$ cat src/hw/tlih_pkg.sv
// shared constants and carrier types of the two-level interrupt handler
package tlih_pkg;
   localparam int TLIH_MAX_SRC = 32;
   localparam int TLIH_NUM_SRC = 19;
   localparam int TLIH_VEC_W = 16;
   localparam logic [15:0] TLIH_VEC_BASE = 16'h0003;
   localparam logic [15:0] TLIH_VEC_STEP = 16'h0008;
   localparam int TLIH_ADDR_W = 8;
   // register byte offsets
   localparam logic [7:0] TLIH_OFS_CTRL = 8'h00;
   localparam logic [7:0] TLIH_OFS_ENABLE = 8'h04;
   localparam logic [7:0] TLIH_OFS_PRIO = 8'h08;
   localparam logic [7:0] TLIH_OFS_PEND = 8'h0c;
   localparam logic [7:0] TLIH_OFS_PEND_CLR = 8'h10;
   localparam logic [7:0] TLIH_OFS_STATE = 8'h14;
   localparam logic [7:0] TLIH_OFS_EVT = 8'h18;
   localparam logic [7:0] TLIH_OFS_EVT_MASK = 8'h1c;
   // field positions
   localparam int TLIH_CTRL_GIE_BIT = 7;
   localparam int TLIH_ST_LO_BIT = 0;
   localparam int TLIH_ST_HI_BIT = 1;
   localparam int TLIH_ST_HOLD_BIT = 2;
   localparam int TLIH_ST_REQ_BIT = 3;
   localparam int TLIH_ST_IDX_LSB = 8;
   localparam int TLIH_EVT_W = 3;
   localparam int TLIH_EVT_TAKEN_BIT = 0;
   localparam int TLIH_EVT_PREEMPT_BIT = 1;
   localparam int TLIH_EVT_RETURN_FROM_INTERRUPT_BIT = 2;
   // reset values
   localparam logic TLIH_GIE_RST = 1'b0;
   localparam logic [31:0] TLIH_ZERO_RST = 32'h0000_0000;
   // bus answers
   localparam logic [1:0] TLIH_RESP_OKAY = 2'b00;
   localparam logic [1:0] TLIH_RESP_SLVERR = 2'b10;

   // strobes from the core pipeline
   typedef struct packed {
      logic instr_done;
      logic call_ack;
      logic return_from_interrupt;
   } tlih_core_ev_s;

   // long call request towards the core
   typedef struct packed {
      logic req;
      logic [TLIH_VEC_W-1:0] vec;
   } tlih_call_s;
endpackage

$ cat src/hw/tlih_top.sv
// two-level interrupt handler with its register slave on axi4-lite
module tlih_top
   import tlih_pkg::*;
#(
   parameter int N = tlih_pkg::TLIH_NUM_SRC,
   parameter logic [15:0] VEC_BASE = tlih_pkg::TLIH_VEC_BASE,
   parameter logic [15:0] VEC_STEP = tlih_pkg::TLIH_VEC_STEP,
   parameter logic [31:0] AUTO_CLR = 32'h0000_000f
) (
   // clock and reset
   input wire logic aclk,
   input wire logic aresetn,
   // axi4-lite write
   input wire logic [tlih_pkg::TLIH_ADDR_W-1:0] s_axi_awaddr,
   input wire logic [2:0] s_axi_awprot,
   input wire logic s_axi_awvalid,
   output logic s_axi_awready,
   input wire logic [31:0] s_axi_wdata,
   input wire logic [3:0] s_axi_wstrb,
   input wire logic s_axi_wvalid,
   output logic s_axi_wready,
   output logic [1:0] s_axi_bresp,
   output logic s_axi_bvalid,
   input wire logic s_axi_bready,
   // axi4-lite read
   input wire logic [tlih_pkg::TLIH_ADDR_W-1:0] s_axi_araddr,
   input wire logic [2:0] s_axi_arprot,
   input wire logic s_axi_arvalid,
   output logic s_axi_arready,
   output logic [31:0] s_axi_rdata,
   output logic [1:0] s_axi_rresp,
   output logic s_axi_rvalid,
   input wire logic s_axi_rready,
   // peripheral condition pulses
   input wire logic [N-1:0] src_event,
   // core pipeline
   input wire tlih_pkg::tlih_core_ev_s core_ev,
   output tlih_pkg::tlih_call_s call,
   // event interrupt
   output logic irq
);
   import tlih_pkg::*;

   localparam int IW = (N > 1) ? $clog2(N) : 1;

   // refused at elaboration: the pending and state words hold at most 32 sources
   if (N < 1 || N > TLIH_MAX_SRC)
   begin : g_bad_src_count
      $error("source count must be 1 to 32");
   end

   logic [TLIH_ADDR_W-1:0] aw_addr_reg;
   logic aw_have_reg;
   logic [31:0] w_data_reg;
   logic [31:0] w_mask_reg;
   logic w_have_reg;
   logic wr_fire;
   logic [31:0] wbits;
   logic gie_reg;
   logic [N-1:0] en_reg;
   logic [N-1:0] prio_reg;
   logic [N-1:0] pend_reg;
   logic [N-1:0] pend_next;
   logic [N-1:0] sw_set;
   logic [N-1:0] sw_clr;
   logic [N-1:0] hw_clr;
   logic [N-1:0] elig;
   logic win_valid;
   logic win_hi;
   logic [IW-1:0] win_idx;
   logic allowed;
   logic req_reg;
   logic req_next;
   logic req_hi_reg;
   logic [IW-1:0] req_idx_reg;
   logic [TLIH_VEC_W-1:0] vec_reg;
   logic taken;
   logic active_lo_reg;
   logic active_hi_reg;
   logic hold_reg;
   logic [TLIH_EVT_W-1:0] evt_reg;
   logic [TLIH_EVT_W-1:0] evt_mask_reg;
   logic [TLIH_EVT_W-1:0] evt_set;
   logic [31:0] rd_mux;
   logic rd_ok;
   logic wr_ok;

   // write channel: address and data held apart, taken in either order
   assign wr_fire = aw_have_reg && w_have_reg && !s_axi_bvalid;
   assign wbits = w_data_reg & w_mask_reg;

   always_ff @(posedge aclk)
   begin
      if (!aresetn)
      begin
         aw_have_reg <= 1'b0;
         aw_addr_reg <= '0;
         s_axi_awready <= 1'b1;
         w_have_reg <= 1'b0;
         w_data_reg <= TLIH_ZERO_RST;
         w_mask_reg <= TLIH_ZERO_RST;
         s_axi_wready <= 1'b1;
         s_axi_bvalid <= 1'b0;
         s_axi_bresp <= TLIH_RESP_OKAY;
      end
      else
      begin
         if (s_axi_awvalid && s_axi_awready)
         begin
            aw_have_reg <= 1'b1;
            aw_addr_reg <= s_axi_awaddr;
            s_axi_awready <= 1'b0;
         end
         if (s_axi_wvalid && s_axi_wready)
         begin
            w_have_reg <= 1'b1;
            w_data_reg <= s_axi_wdata;
            for (int b = 0; b < 4; b++)
            begin
               w_mask_reg[b*8 +: 8] <= {8{s_axi_wstrb[b]}};
            end
            s_axi_wready <= 1'b0;
         end
         if (wr_fire)
         begin
            aw_have_reg <= 1'b0;
            w_have_reg <= 1'b0;
            s_axi_bvalid <= 1'b1;
            s_axi_bresp <= wr_ok ? TLIH_RESP_OKAY : TLIH_RESP_SLVERR;
         end
         if (s_axi_bvalid && s_axi_bready)
         begin
            s_axi_bvalid <= 1'b0;
            s_axi_awready <= 1'b1;
            s_axi_wready <= 1'b1;
         end
      end
   end

   always_comb
   begin
      case (aw_addr_reg)
         TLIH_OFS_CTRL, TLIH_OFS_ENABLE, TLIH_OFS_PRIO, TLIH_OFS_PEND,
         TLIH_OFS_PEND_CLR, TLIH_OFS_STATE, TLIH_OFS_EVT, TLIH_OFS_EVT_MASK:
            wr_ok = 1'b1;
         default:
            wr_ok = 1'b0;
      endcase
   end

   // configuration registers, byte enables honoured
   always_ff @(posedge aclk)
   begin
      if (!aresetn)
      begin
         gie_reg <= TLIH_GIE_RST;
         en_reg <= '0;
         prio_reg <= '0;
         evt_mask_reg <= '0;
      end
      else if (wr_fire)
      begin
         case (aw_addr_reg)
            TLIH_OFS_CTRL:
               if (w_mask_reg[TLIH_CTRL_GIE_BIT])
               begin
                  gie_reg <= w_data_reg[TLIH_CTRL_GIE_BIT];
               end
            TLIH_OFS_ENABLE:
               en_reg <= (en_reg & ~w_mask_reg[N-1:0]) | wbits[N-1:0];
            TLIH_OFS_PRIO:
               prio_reg <= (prio_reg & ~w_mask_reg[N-1:0]) | wbits[N-1:0];
            TLIH_OFS_EVT_MASK:
               evt_mask_reg <= (evt_mask_reg & ~w_mask_reg[TLIH_EVT_W-1:0])
                  | wbits[TLIH_EVT_W-1:0];
            default:
               begin
               end
         endcase
      end
   end

   // pending flags; a set in the same cycle as a clear wins
   assign sw_set = (wr_fire && aw_addr_reg == TLIH_OFS_PEND) ? wbits[N-1:0] : '0;
   assign sw_clr = (wr_fire && aw_addr_reg == TLIH_OFS_PEND_CLR) ? wbits[N-1:0] : '0;
   assign hw_clr = taken ? (AUTO_CLR[N-1:0] & (N'(1) << req_idx_reg)) : '0;
   assign pend_next = (pend_reg & ~(sw_clr | hw_clr)) | src_event | sw_set;

   always_ff @(posedge aclk)
   begin
      if (!aresetn)
      begin
         pend_reg <= '0;
      end
      else
      begin
         pend_reg <= pend_next;
      end
   end

   // global enable gates all; disabled sources simply wait pending
   assign elig = pend_reg & en_reg & {N{gie_reg}};

   tlih_arbiter #(
      .N(N),
      .IW(IW)
   ) u_arb (
      .elig(elig),
      .prio(prio_reg),
      .valid(win_valid),
      .hi(win_hi),
      .idx(win_idx)
   );

   // high may enter over low only; nothing enters over high
   assign allowed = !active_hi_reg && (win_hi || !active_lo_reg);
   assign taken = core_ev.call_ack && req_reg;
   // return and the instruction after it are not interruptible
   assign req_next = win_valid && allowed && !hold_reg && !core_ev.return_from_interrupt && !taken;

   // request re-decided every clock from the sampled flags
   always_ff @(posedge aclk)
   begin
      if (!aresetn)
      begin
         req_reg <= 1'b0;
         req_hi_reg <= 1'b0;
         req_idx_reg <= '0;
         vec_reg <= '0;
      end
      else
      begin
         req_reg <= req_next;
         req_hi_reg <= win_hi;
         req_idx_reg <= win_idx;
         vec_reg <= VEC_BASE + TLIH_VEC_W'(VEC_STEP * win_idx);
      end
   end

   // in-service levels; a return pops the high level before the low one
   always_ff @(posedge aclk)
   begin
      if (!aresetn)
      begin
         active_lo_reg <= 1'b0;
         active_hi_reg <= 1'b0;
         hold_reg <= 1'b0;
      end
      else
      begin
         if (taken)
         begin
            if (req_hi_reg)
            begin
               active_hi_reg <= 1'b1;
            end
            else
            begin
               active_lo_reg <= 1'b1;
            end
         end
         else if (core_ev.return_from_interrupt)
         begin
            if (active_hi_reg)
            begin
               active_hi_reg <= 1'b0;
            end
            else
            begin
               active_lo_reg <= 1'b0;
            end
         end
         if (core_ev.return_from_interrupt)
         begin
            hold_reg <= 1'b1;
         end
         else if (core_ev.instr_done)
         begin
            hold_reg <= 1'b0;
         end
      end
   end

   // sticky event bits, write one to clear, set beats clear
   always_comb
   begin
      evt_set = '0;
      evt_set[TLIH_EVT_TAKEN_BIT] = taken;
      evt_set[TLIH_EVT_PREEMPT_BIT] = taken && req_hi_reg && active_lo_reg;
      evt_set[TLIH_EVT_RETURN_FROM_INTERRUPT_BIT] = core_ev.return_from_interrupt;
   end

   always_ff @(posedge aclk)
   begin
      if (!aresetn)
      begin
         evt_reg <= '0;
         irq <= 1'b0;
      end
      else
      begin
         if (wr_fire && aw_addr_reg == TLIH_OFS_EVT)
         begin
            evt_reg <= (evt_reg & ~wbits[TLIH_EVT_W-1:0]) | evt_set;
         end
         else
         begin
            evt_reg <= evt_reg | evt_set;
         end
         irq <= |(evt_reg & evt_mask_reg);
      end
   end

   // read path, one cycle after the address is taken
   always_comb
   begin
      rd_mux = TLIH_ZERO_RST;
      rd_ok = 1'b1;
      case (s_axi_araddr)
         TLIH_OFS_CTRL:
            rd_mux[TLIH_CTRL_GIE_BIT] = gie_reg;
         TLIH_OFS_ENABLE:
            rd_mux[N-1:0] = en_reg;
         TLIH_OFS_PRIO:
            rd_mux[N-1:0] = prio_reg;
         TLIH_OFS_PEND:
            rd_mux[N-1:0] = pend_reg;
         TLIH_OFS_PEND_CLR:
            rd_mux = TLIH_ZERO_RST;
         TLIH_OFS_STATE:
         begin
            rd_mux[TLIH_ST_LO_BIT] = active_lo_reg;
            rd_mux[TLIH_ST_HI_BIT] = active_hi_reg;
            rd_mux[TLIH_ST_HOLD_BIT] = hold_reg;
            rd_mux[TLIH_ST_REQ_BIT] = req_reg;
            rd_mux[TLIH_ST_IDX_LSB +: IW] = req_idx_reg;
         end
         TLIH_OFS_EVT:
            rd_mux[TLIH_EVT_W-1:0] = evt_reg;
         TLIH_OFS_EVT_MASK:
            rd_mux[TLIH_EVT_W-1:0] = evt_mask_reg;
         default:
            rd_ok = 1'b0;
      endcase
   end

   always_ff @(posedge aclk)
   begin
      if (!aresetn)
      begin
         s_axi_arready <= 1'b1;
         s_axi_rvalid <= 1'b0;
         s_axi_rdata <= TLIH_ZERO_RST;
         s_axi_rresp <= TLIH_RESP_OKAY;
      end
      else if (s_axi_arvalid && s_axi_arready)
      begin
         s_axi_arready <= 1'b0;
         s_axi_rvalid <= 1'b1;
         s_axi_rdata <= rd_mux;
         s_axi_rresp <= rd_ok ? TLIH_RESP_OKAY : TLIH_RESP_SLVERR;
      end
      else if (s_axi_rvalid && s_axi_rready)
      begin
         s_axi_rvalid <= 1'b0;
         s_axi_arready <= 1'b1;
      end
   end

   assign call.req = req_reg;
   assign call.vec = vec_reg;
endmodule

$ cat src/hw/tlih_arbiter.sv
// level then fixed-order selection among eligible sources
module tlih_arbiter #(
   parameter int N = 19,
   parameter int IW = 5
) (
   // eligible requests and their levels
   input wire logic [N-1:0] elig,
   input wire logic [N-1:0] prio,
   // winner
   output logic valid,
   output logic hi,
   output logic [IW-1:0] idx
);
   logic [N-1:0] hi_set;

   // lowest source number wins inside a level
   always_comb
   begin
      hi_set = elig & prio;
      valid = |elig;
      hi = |hi_set;
      idx = '0;
      for (int i = N - 1; i >= 0; i--)
      begin
         if (hi ? hi_set[i] : elig[i])
         begin
            idx = IW'(i);
         end
      end
   end
endmodule

$ cat config.mk
export PLATFORM = sky130hd
export DESIGN_NAME = tlih_top
export DESIGN_NICKNAME = d
export VERILOG_FILES = /design/src/hw/tlih_pkg.sv /design/src/hw/tlih_top.sv /design/src/hw/tlih_arbiter.sv
export SDC_FILE = /design/constraint.sdc
export NUM_CORES = 1
export LEC_CHECK = 0
export BUFFER_PORTS_ARGS = -buffer_cell sky130_fd_sc_hd__buf_4
export CORE_ASPECT_RATIO = 0.6
export CORE_UTILIZATION = 48
export DETAILED_ROUTE_END_ITERATION = 12
export PLACE_DENSITY = 0.73
export SYNTH_ARGS = -nofsm -noshare
export SYNTH_HDL_FRONTEND = slang
export SYNTH_SLANG_ARGS = --single-unit
$ cat constraint.sdc
create_clock -name aclk -period 3.31 [get_ports aclk]
set_input_delay 0.331 -clock aclk [delete_from_list [all_inputs] [get_ports aclk]]
set_output_delay 0.331 -clock aclk [all_outputs]
set_load 0.005 [all_outputs]
; ---- Word level (Yosys, flattened, before mapping)
; Memories as Yosys holds them, arrays and structs flattened. A register that Yosys moved wholly into a read port is not among the register bits.
; Cells that the tools add are included.
[totals]
romBits = 32
latch_bits = 0
elab_cells = 179
inputBits = 87
out_inout_bits = 59
mem_bits_rw = 0
mem_count = 1
register_bits = 165
[classes]
mux = 67
n_div = 0
bitwise = 23
n_shift = 1
n_eq_ne = 16
reduce_logical = 43
add_sub_neg = 1
n_mul = 0
order_cmp = 0
[mem_list]
columns = memory, depth, word_bits, read_ports, rd_clocked_by_memory_dff, write_ports, line
row1 = (no name shown), 32, 1, 1, 1, 0, tlih_top.sv:142  ; case (aw_addr_reg)
[ops]
columns = operator, n
row1 = $and A19 B19 Y19, 7
row2 = $mux W5, 21
row3 = $or A19 B19 Y19, 4
row4 = $eq A8 B5 Y1 const B, 7
row5 = $mux W19, 2
row6 = $not A19 Y19, 2
row7 = $reduce_or A19 Y1, 2
row8 = $mux W1, 34
row9 = $eq A8 B4 Y1 const B, 4
row10 = $pmux W5 S4, 1
row11 = $or A19 B4 Y19, 1
row12 = $logic_and A1 B1 Y1, 18
row13 = $pmux W3 S6, 1
row14 = $pmux W6 S3, 1
row15 = $eq A8 B3 Y1 const B, 2
row16 = $logic_not A8 Y1, 2
row17 = $add A2 B8 Y9 const A, 1
row18 = $and A3 B3 Y3, 3
row19 = $or A3 B3 Y3, 3
row20 = $pmux W3 S3, 1
row21 = $pmux W1 S4, 2
row22 = $reduce_and A2 Y1, 4
row23 = $reduce_or A8 Y1, 1
row24 = $logic_not A1 Y1, 6
row25 = other kinds (13), 21

; ---- Depth between registers and ports, before layout
; Gate-level depths: netlist of run 1.
[depth]
depth_word = 25
mapped_depth = 11
mapped_depth_nobuf = 8

; ---- Cells and area by module
; From an unflattened synthesis of run 1, not the netlist that was laid out.
[unflattened]
hier_cells = 787
hier_area_um2 = 6796.5
[by_module_without_submodules]
columns = mod, area_each_um2, seq_area_each_um2, cells_each, instances
row1 = tlih_top, 6237.2, 2702.6, 695, 1
row2 = tlih_arbiter, 559.3, 0.0, 92, 1

; ---- Least setup slack after synthesis of run 1
; Ideal clock, no wire load.
[synth_timing]
path_kind = register to register
start = reg gie_reg
end = reg req_idx_reg[0]
synth_period_minus_slack_ns = 2.307
slack_ns = 1.003
required_time_ns = 3.222
stages_incl_launch_ff = 12
arrival_time_ns = 2.219
setup_ns = 0.088
path_buffers = 3
path_cell_list = dfxtp_1 buf_6 buf_6 nand4_4 o2111ai_2 a2111oi_4 and2_4 buf_6 o21ai_2 o211a_1 o211a_1 o32ai_2
[synth_between]
elab_chain_len = 22
elab_cells_between_ends = 39
cone_classes = mux (36) / bitwise (2) / reduce/logical (1)
[synth_rtl]
columns = item, line
row1 = from (decl), tlih_top.sv:59  ; logic gie_reg;
row2 = from (signal assigned), tlih_top.sv:167  ; gie_reg <= w_data_reg[TLIH_CTRL_GIE_BIT];
row3 = $and A19 B19 Y19 (*), tlih_top.sv:202  ; assign elig = pend_reg & en_reg & {N{gie_reg}};
row4 = $and A19 B19 Y19, tlih_arbiter.sv:19  ; hi_set = elig & prio;
row5 = $reduce_or A19 Y1, tlih_arbiter.sv:21  ; hi = |hi_set;
row6 = $mux W1, tlih_arbiter.sv:25  ; if (hi ? hi_set[i] : elig[i])
row7 = $mux W5 (17 in a row), tlih_arbiter.sv:25
row8 = $mux W5 (*), tlih_arbiter.sv:25
row9 = to (signal assigned), tlih_top.sv:235  ; req_idx_reg <= win_idx;
row10 = to (decl), tlih_top.sv:75  ; logic [IW-1:0] req_idx_reg;
; Every way passes the cells marked *; elsewhere a longest branch is shown, timed or not.
; A chain may end at the register's enable or synchronous reset.

; ---- Worst setup path after layout of run 1
[layout_timing]
start = reg gie_reg
end = reg req_idx_reg[4]
[layout_between]
elab_chain_len = 23
elab_cells_between_ends = 41
cone_classes = mux (38) / bitwise (2) / reduce/logical (1)
[layout_rtl]
columns = item, line
row1 = $and A19 B19 Y19 (*), tlih_top.sv:202
row2 = $and A19 B19 Y19, tlih_arbiter.sv:19
row3 = $reduce_or A19 Y1, tlih_arbiter.sv:21
row4 = $mux W1, tlih_arbiter.sv:25
row5 = $mux W5 (18 in a row), tlih_arbiter.sv:25
row6 = $mux W5 (*), tlih_arbiter.sv:25
; Marks and branches as above.

==> metrics.yaml, run 1 <==
core_um2: 12900
fin_util_pct: 59.4
hold_path_depth: 2
status: "finished, final reports clean"
ys.warnings.count: 0
ctsResizeCount: 0
p_leak_nw: 2.95
met3_usage_pct: 10.0
synthArstFlopShare_pct: 0
cp_max_fo: 21
routed_wl_um: 18600
cts_tree: "yes"
cts_root_buf: "clkbuf_16"
fmax_mhz: 382
rsz0062_at_grt: "false"
synth_top_area_share_pct: 42.6
synthAdderAreaFrac_pct: 0
grtUsageTotal_pct: 28.4
grt_pass1_wl_um: 29200
netlist_area_um2: 6350
synth_mux_area_share_pct: 3.82
yosys.area.top_type: "dfxtp_1"
cts_sinks: 135
die_y_um: 91.1
hold_viol: 0
worstMarginPinSlew_ns: 0.801
synth-compound-area-share_pct: 21.1
gr-usage-met1_pct: 45.4
dieArea_um2: 13700
crit_required_ns: 3.62
vdd_ir_drop_max_mv: 0.251
overflow: 0
synthXorXnorAreaFrac_pct: 0
drt-pass1-iter-count: 8
yosysMostFrequentCell: "nand2_1"
drive_above_1_share_pct: 18.7
hp-class: "primary input to flip-flop"
crit_type: "flip-flop to flip-flop"
grt_pass1_vias: 5341
synth_top_family_by_area: "simple AND/OR/NAND/NOR gates"
synth_area_leaders: "dfxtp_1, nand2_1, a21oi_1, nor2_1, nand3_1"
vias: 6057
slew_headroom_pct: 46.1
finalCriticalPeriod_ns: 2.62
maxCapViolCount: 0
clk_latency_ns: 0.42
antenna_cells: 0
drtAntennaViolNets: 0
drcViolationCount: 0
skew_ns: 0.0100
synth_common_cells: "nand2_1, dfxtp_1, a21oi_1"
use_met2_pct: 33.9
hold_buffers: 0
wl_per_cell_um: 17.5
ioPinCount: 146
finalWeightedCongestion: 0.943
power.density_nw_per_um2: 497
cts_buffer_depth: 2
dp.cells: 1034
finalNonFillerCells: 1065
synthCells: 804
yosys.area_share.simple_pct: 25.5
drt_iter0_markers: 652
die_x_um: 150
busiest_layer: "met1"
vias_per_cell: 5.69
antenna_found_initial: 0
yosysSeqAreaShare_pct: 42.6
syn_to_final_growth_pct: 20.2
dpl.hpwl_um: 14100
cp_data_arrival_time_ns: 2.93
finalSetupViolations: 0
syn_area_per_cell_um2: 7.90
synth_edf_count: 0
cts_buffers: 17
start_util_pct: 49.4
grt_max_degree: 44
slew_viol_final: 0
nets: 970
port_buffers: 101
reg2reg_depth: 8
fp-row-count: 32
cts_setup_buffers: 0
synth_seq_cells: 135
start_kind: "flip-flop"
finalSetupTns_ns: 0
yosys.cell_types.count: 60
clkTransAtPathRegs_ns: 0.06
fin_crit_sh_pct: 79.1
cts_max_level: 4
cp-end-kind: "flip-flop"
synth_top_flop_cell: "dfxtp_1"
## power breakdown
part | total [W] | internal, W | leakage [nW] | switching [W]
registers | 0.00175 | 0.00168 | 1.10 | 0.0000711
logic | 0.000251 | 0.000118 | 1.58 | 0.000133
clock network | 0.00179 | 0.00104 | 0.273 | 0.000753
## stage by stage
stage          setup slack [ns]  hold slack (ns)  total power (W)  instance area, um2
6_report                  0.691           0.0992          0.00379                7630
5_1_grt                   0.517           0.0874          0.00392                7630
4_1_cts                   0.727           0.0921          0.00380                7630
3_5_place_dp              0.729            0.421          0.00203                7080
3_3_place_gp              0.729            0.412          0.00202                7080
2_1_floorplan              1.00            0.359          0.00191                6440
## worst max-delay path: stages (launching register included)
cell and delay [ns]:
dfxtp_1 0.35, buf_4 0.20, and3_1 0.27, a2111oi_4 0.52, and2_4 0.38, nor2_1 0.06, o21ai_0 0.34, and3b_1 0.24
and3_1 0.16
## area by class of cell
type / instances / area (um2)
sequential: 135 / 2700
timing repair buffer: 110 / 826
fill: 1211 / 5220
clock inverter: 13 / 125
inverter: 11 / 42.5
clock buffer: 18 / 429
multi-input combinational: 608 / 3290
tap: 170 / 213
## cells in the final DEF (no fill, tap or decap), drive strengths merged, types with 4 or more instances in the layout
cell	n
nand2b	5
nor2b	4
clkbuf	18
a221oi	17
nand3	41
buf	110
inv	14
o21bai	7
a31oi	6
a21oi	107
dfxtp	135
nor3b	4
nor4	5
nand2	175
clkinv	8
and3	11
nor2	67
a22oi	16
o21ai	25
nand4	17
and2	14
mux2i	4
conb	24
mux2	12
## logic make-up after synthesis
kind of cell,Yosys count
other cells,1
compound gates,209
buf+inv,84
flops,135
simple gates,356
mux,19
## per-layer routing
metal	vias to the layer above	share of wire, %	wire (um)
li1	2959	-	-
met1	2773	52	9760
met2	312	35	6570
met3	13	12	2180
met4	0	0.72	135
met5	-	0	0
## worst paths after layout
check | start | end | slack, ns
worst min register to register | flip-flop | s_axi_bresp[1] | 0.42
worst min-delay path | s_axi_wvalid | s_axi_wready | 0.1
worst max register to register | gie_reg | req_idx_reg[4] | 0.69
worst max-delay path | gie_reg | req_idx_reg[4] | 0.69
Power figures use the tool's default switching activity.
==> run 2, diff against run 1 <==
- PLACE_DENSITY: 0.73 -> 0.76
- clock period: 3.31 -> 2.2 ns (I/O delays scaled with it)
==> run 2 against run 1 <==
  * The flow now finishes with violations (setup timing)
  * Sequential share of layout area down 3.9 points
  * Hold slack got worse by 0.091 ns
  * Utilization grew 7.4 points
  * Global-route usage increased by 3.2 points
  * Setup slack got worse by 0.78 ns
  * Sequential power up 50%
  * Maximum frequency up 15%
  * Routed wire length up 14%
  * Critical path type unchanged
  * Critical endpoint is now req_idx_reg[0]
==> metrics.yaml, run 2 (synthesis gave the netlist of run 1 again) <==
cp-end-kind: "flip-flop"
drt-pass1-iter-count: 5
rsz0062_at_grt: "true"
grt_max_degree: 61
grt_pass1_wl_um: 32400
cts_sinks: 135
crit_start: "gie_reg"
clk_latency_ns: 0.43
cts_buffers: 17
finalSetupTns_ns: -0.155
clkTransAtPathRegs_ns: 0.06
cts_max_level: 4
port_buffers: 101
crit_type: "flip-flop to flip-flop"
min_from: "src_event[3]"
vias_per_cell: 5.84
antenna_cells: 0
setup_slack_ns: -0.0845
grt_pass1_vias: 5821
overflow: 0
crit_required_ns: 2.54
ioPinCount: 146
cts_tree: "yes"
final_cell_mix: "buf_4, nand2_1, dfxtp_1"
cts_root_buf: "clkbuf_16"
finalNonFillerCells: 1160
fp-row-count: 32
worstMarginPinSlew_ns: 0.797
dp.cells: 1112
p_leak_nw: 3.50
power.density_nw_per_um2: 708
wl_per_cell_um: 18.4
fmax_mhz: 438
drt_iter0_markers: 746
die_y_um: 91.1
maxCapViolCount: 0
drcViolationCount: 0
routed_wl_um: 21300
start_kind: "flip-flop"
finalCriticalPeriod_ns: 2.28
layout_commonest_cell: "buf_4"
hold_slack_ns: 0.00848
die_x_um: 150
finalWeightedCongestion: 0.994
slew_viol_final: 0
violations: "setup timing"
cp_data_arrival_time_ns: 2.62
hold_viol: 0
drtAntennaViolNets: 0
start_util_pct: 49.4
nets: 1064
p_total_w: 0.00608
dpl.hpwl_um: 15900
fin_util_pct: 66.8
vdd_ir_drop_max_mv: 0.398
hp-class: "primary input to flip-flop"
syn_to_final_growth_pct: 35.2
dieArea_um2: 13700
finalSetupViolations: 2
slew_headroom_pct: 46.4
vias: 6776
reg2reg_from: "gie_reg"
status: "finished with violations"
drive_above_1_share_pct: 29.4
core_um2: 12900
skew_ns: 0.00952
cp_max_fo: 6
antenna_found_initial: 0
grtUsageTotal_pct: 31.5
fin_crit_sh_pct: 104
cts_buffer_depth: 2
run 2: where the power goes:
| part | switching, W | total (W) | internal [W] |
|---|---|---|---|
| registers | 0.0000999 | 0.00262 | 0.00252 |
| logic | 0.000238 | 0.000454 | 0.000216 |
| clock network | 0.00118 | 0.00300 | 0.00182 |
run 2: per-stage QoR:
step                setup WS (ns)  area, um2
floorplan                 -0.0337       6450
global placement           -0.121       7700
detailed placement         -0.175       7700
CTS                       -0.0222       8490
global route               -0.169       8580
finish                    -0.0845       8580
run 2: area by class of cell:
type	instances	area, um2
Inverter	11	42.5
Sequential cell	135	2710
Multi-Input combinational cell	608	3430
Clock inverter	14	188
Fill cell	1091	4270
Timing Repair Buffer	204	1580
Clock buffer	18	429
Tap cell	170	213
run 2: critical path, stage by stage (launching register included):
cell and delay [ns]:
dfxtp_4 0.37, and3_1 0.27, a2111oi_4 0.42, buf_4 0.20, a21o_1 0.15, and2_1 0.14
o221ai_1 0.13, o211a_1 0.27, o32ai_2 0.23
run 2: metal layers:
metal	vias to the layer above	global-route usage (%)	share of wire (%)
li1	3137	-	-
met1	3140	49.2	47
met2	459	39.1	37
met3	40	12.3	15
met4	0	6.31	1.3
met5	-	0	0
run 2: worst paths after layout:
check                           depth (start not counted)  slack [ns]        endpoint
worst min register to register                          1        0.43  s_axi_bresp[1]
worst max register to register                          8       -0.08  req_idx_reg[0]
worst max-delay path                                    8       -0.08  req_idx_reg[0]
worst min-delay path                                    3       0.008     pend_reg[3]
run 2: timing repair:
action                                  CTS  global route
setup buffers                            13             3
pin swaps                                 4             2
endpoints found under the setup margin    5            46
hold buffers                              1             0
endpoints found under the hold margin     1             0
resized for setup                        13            25
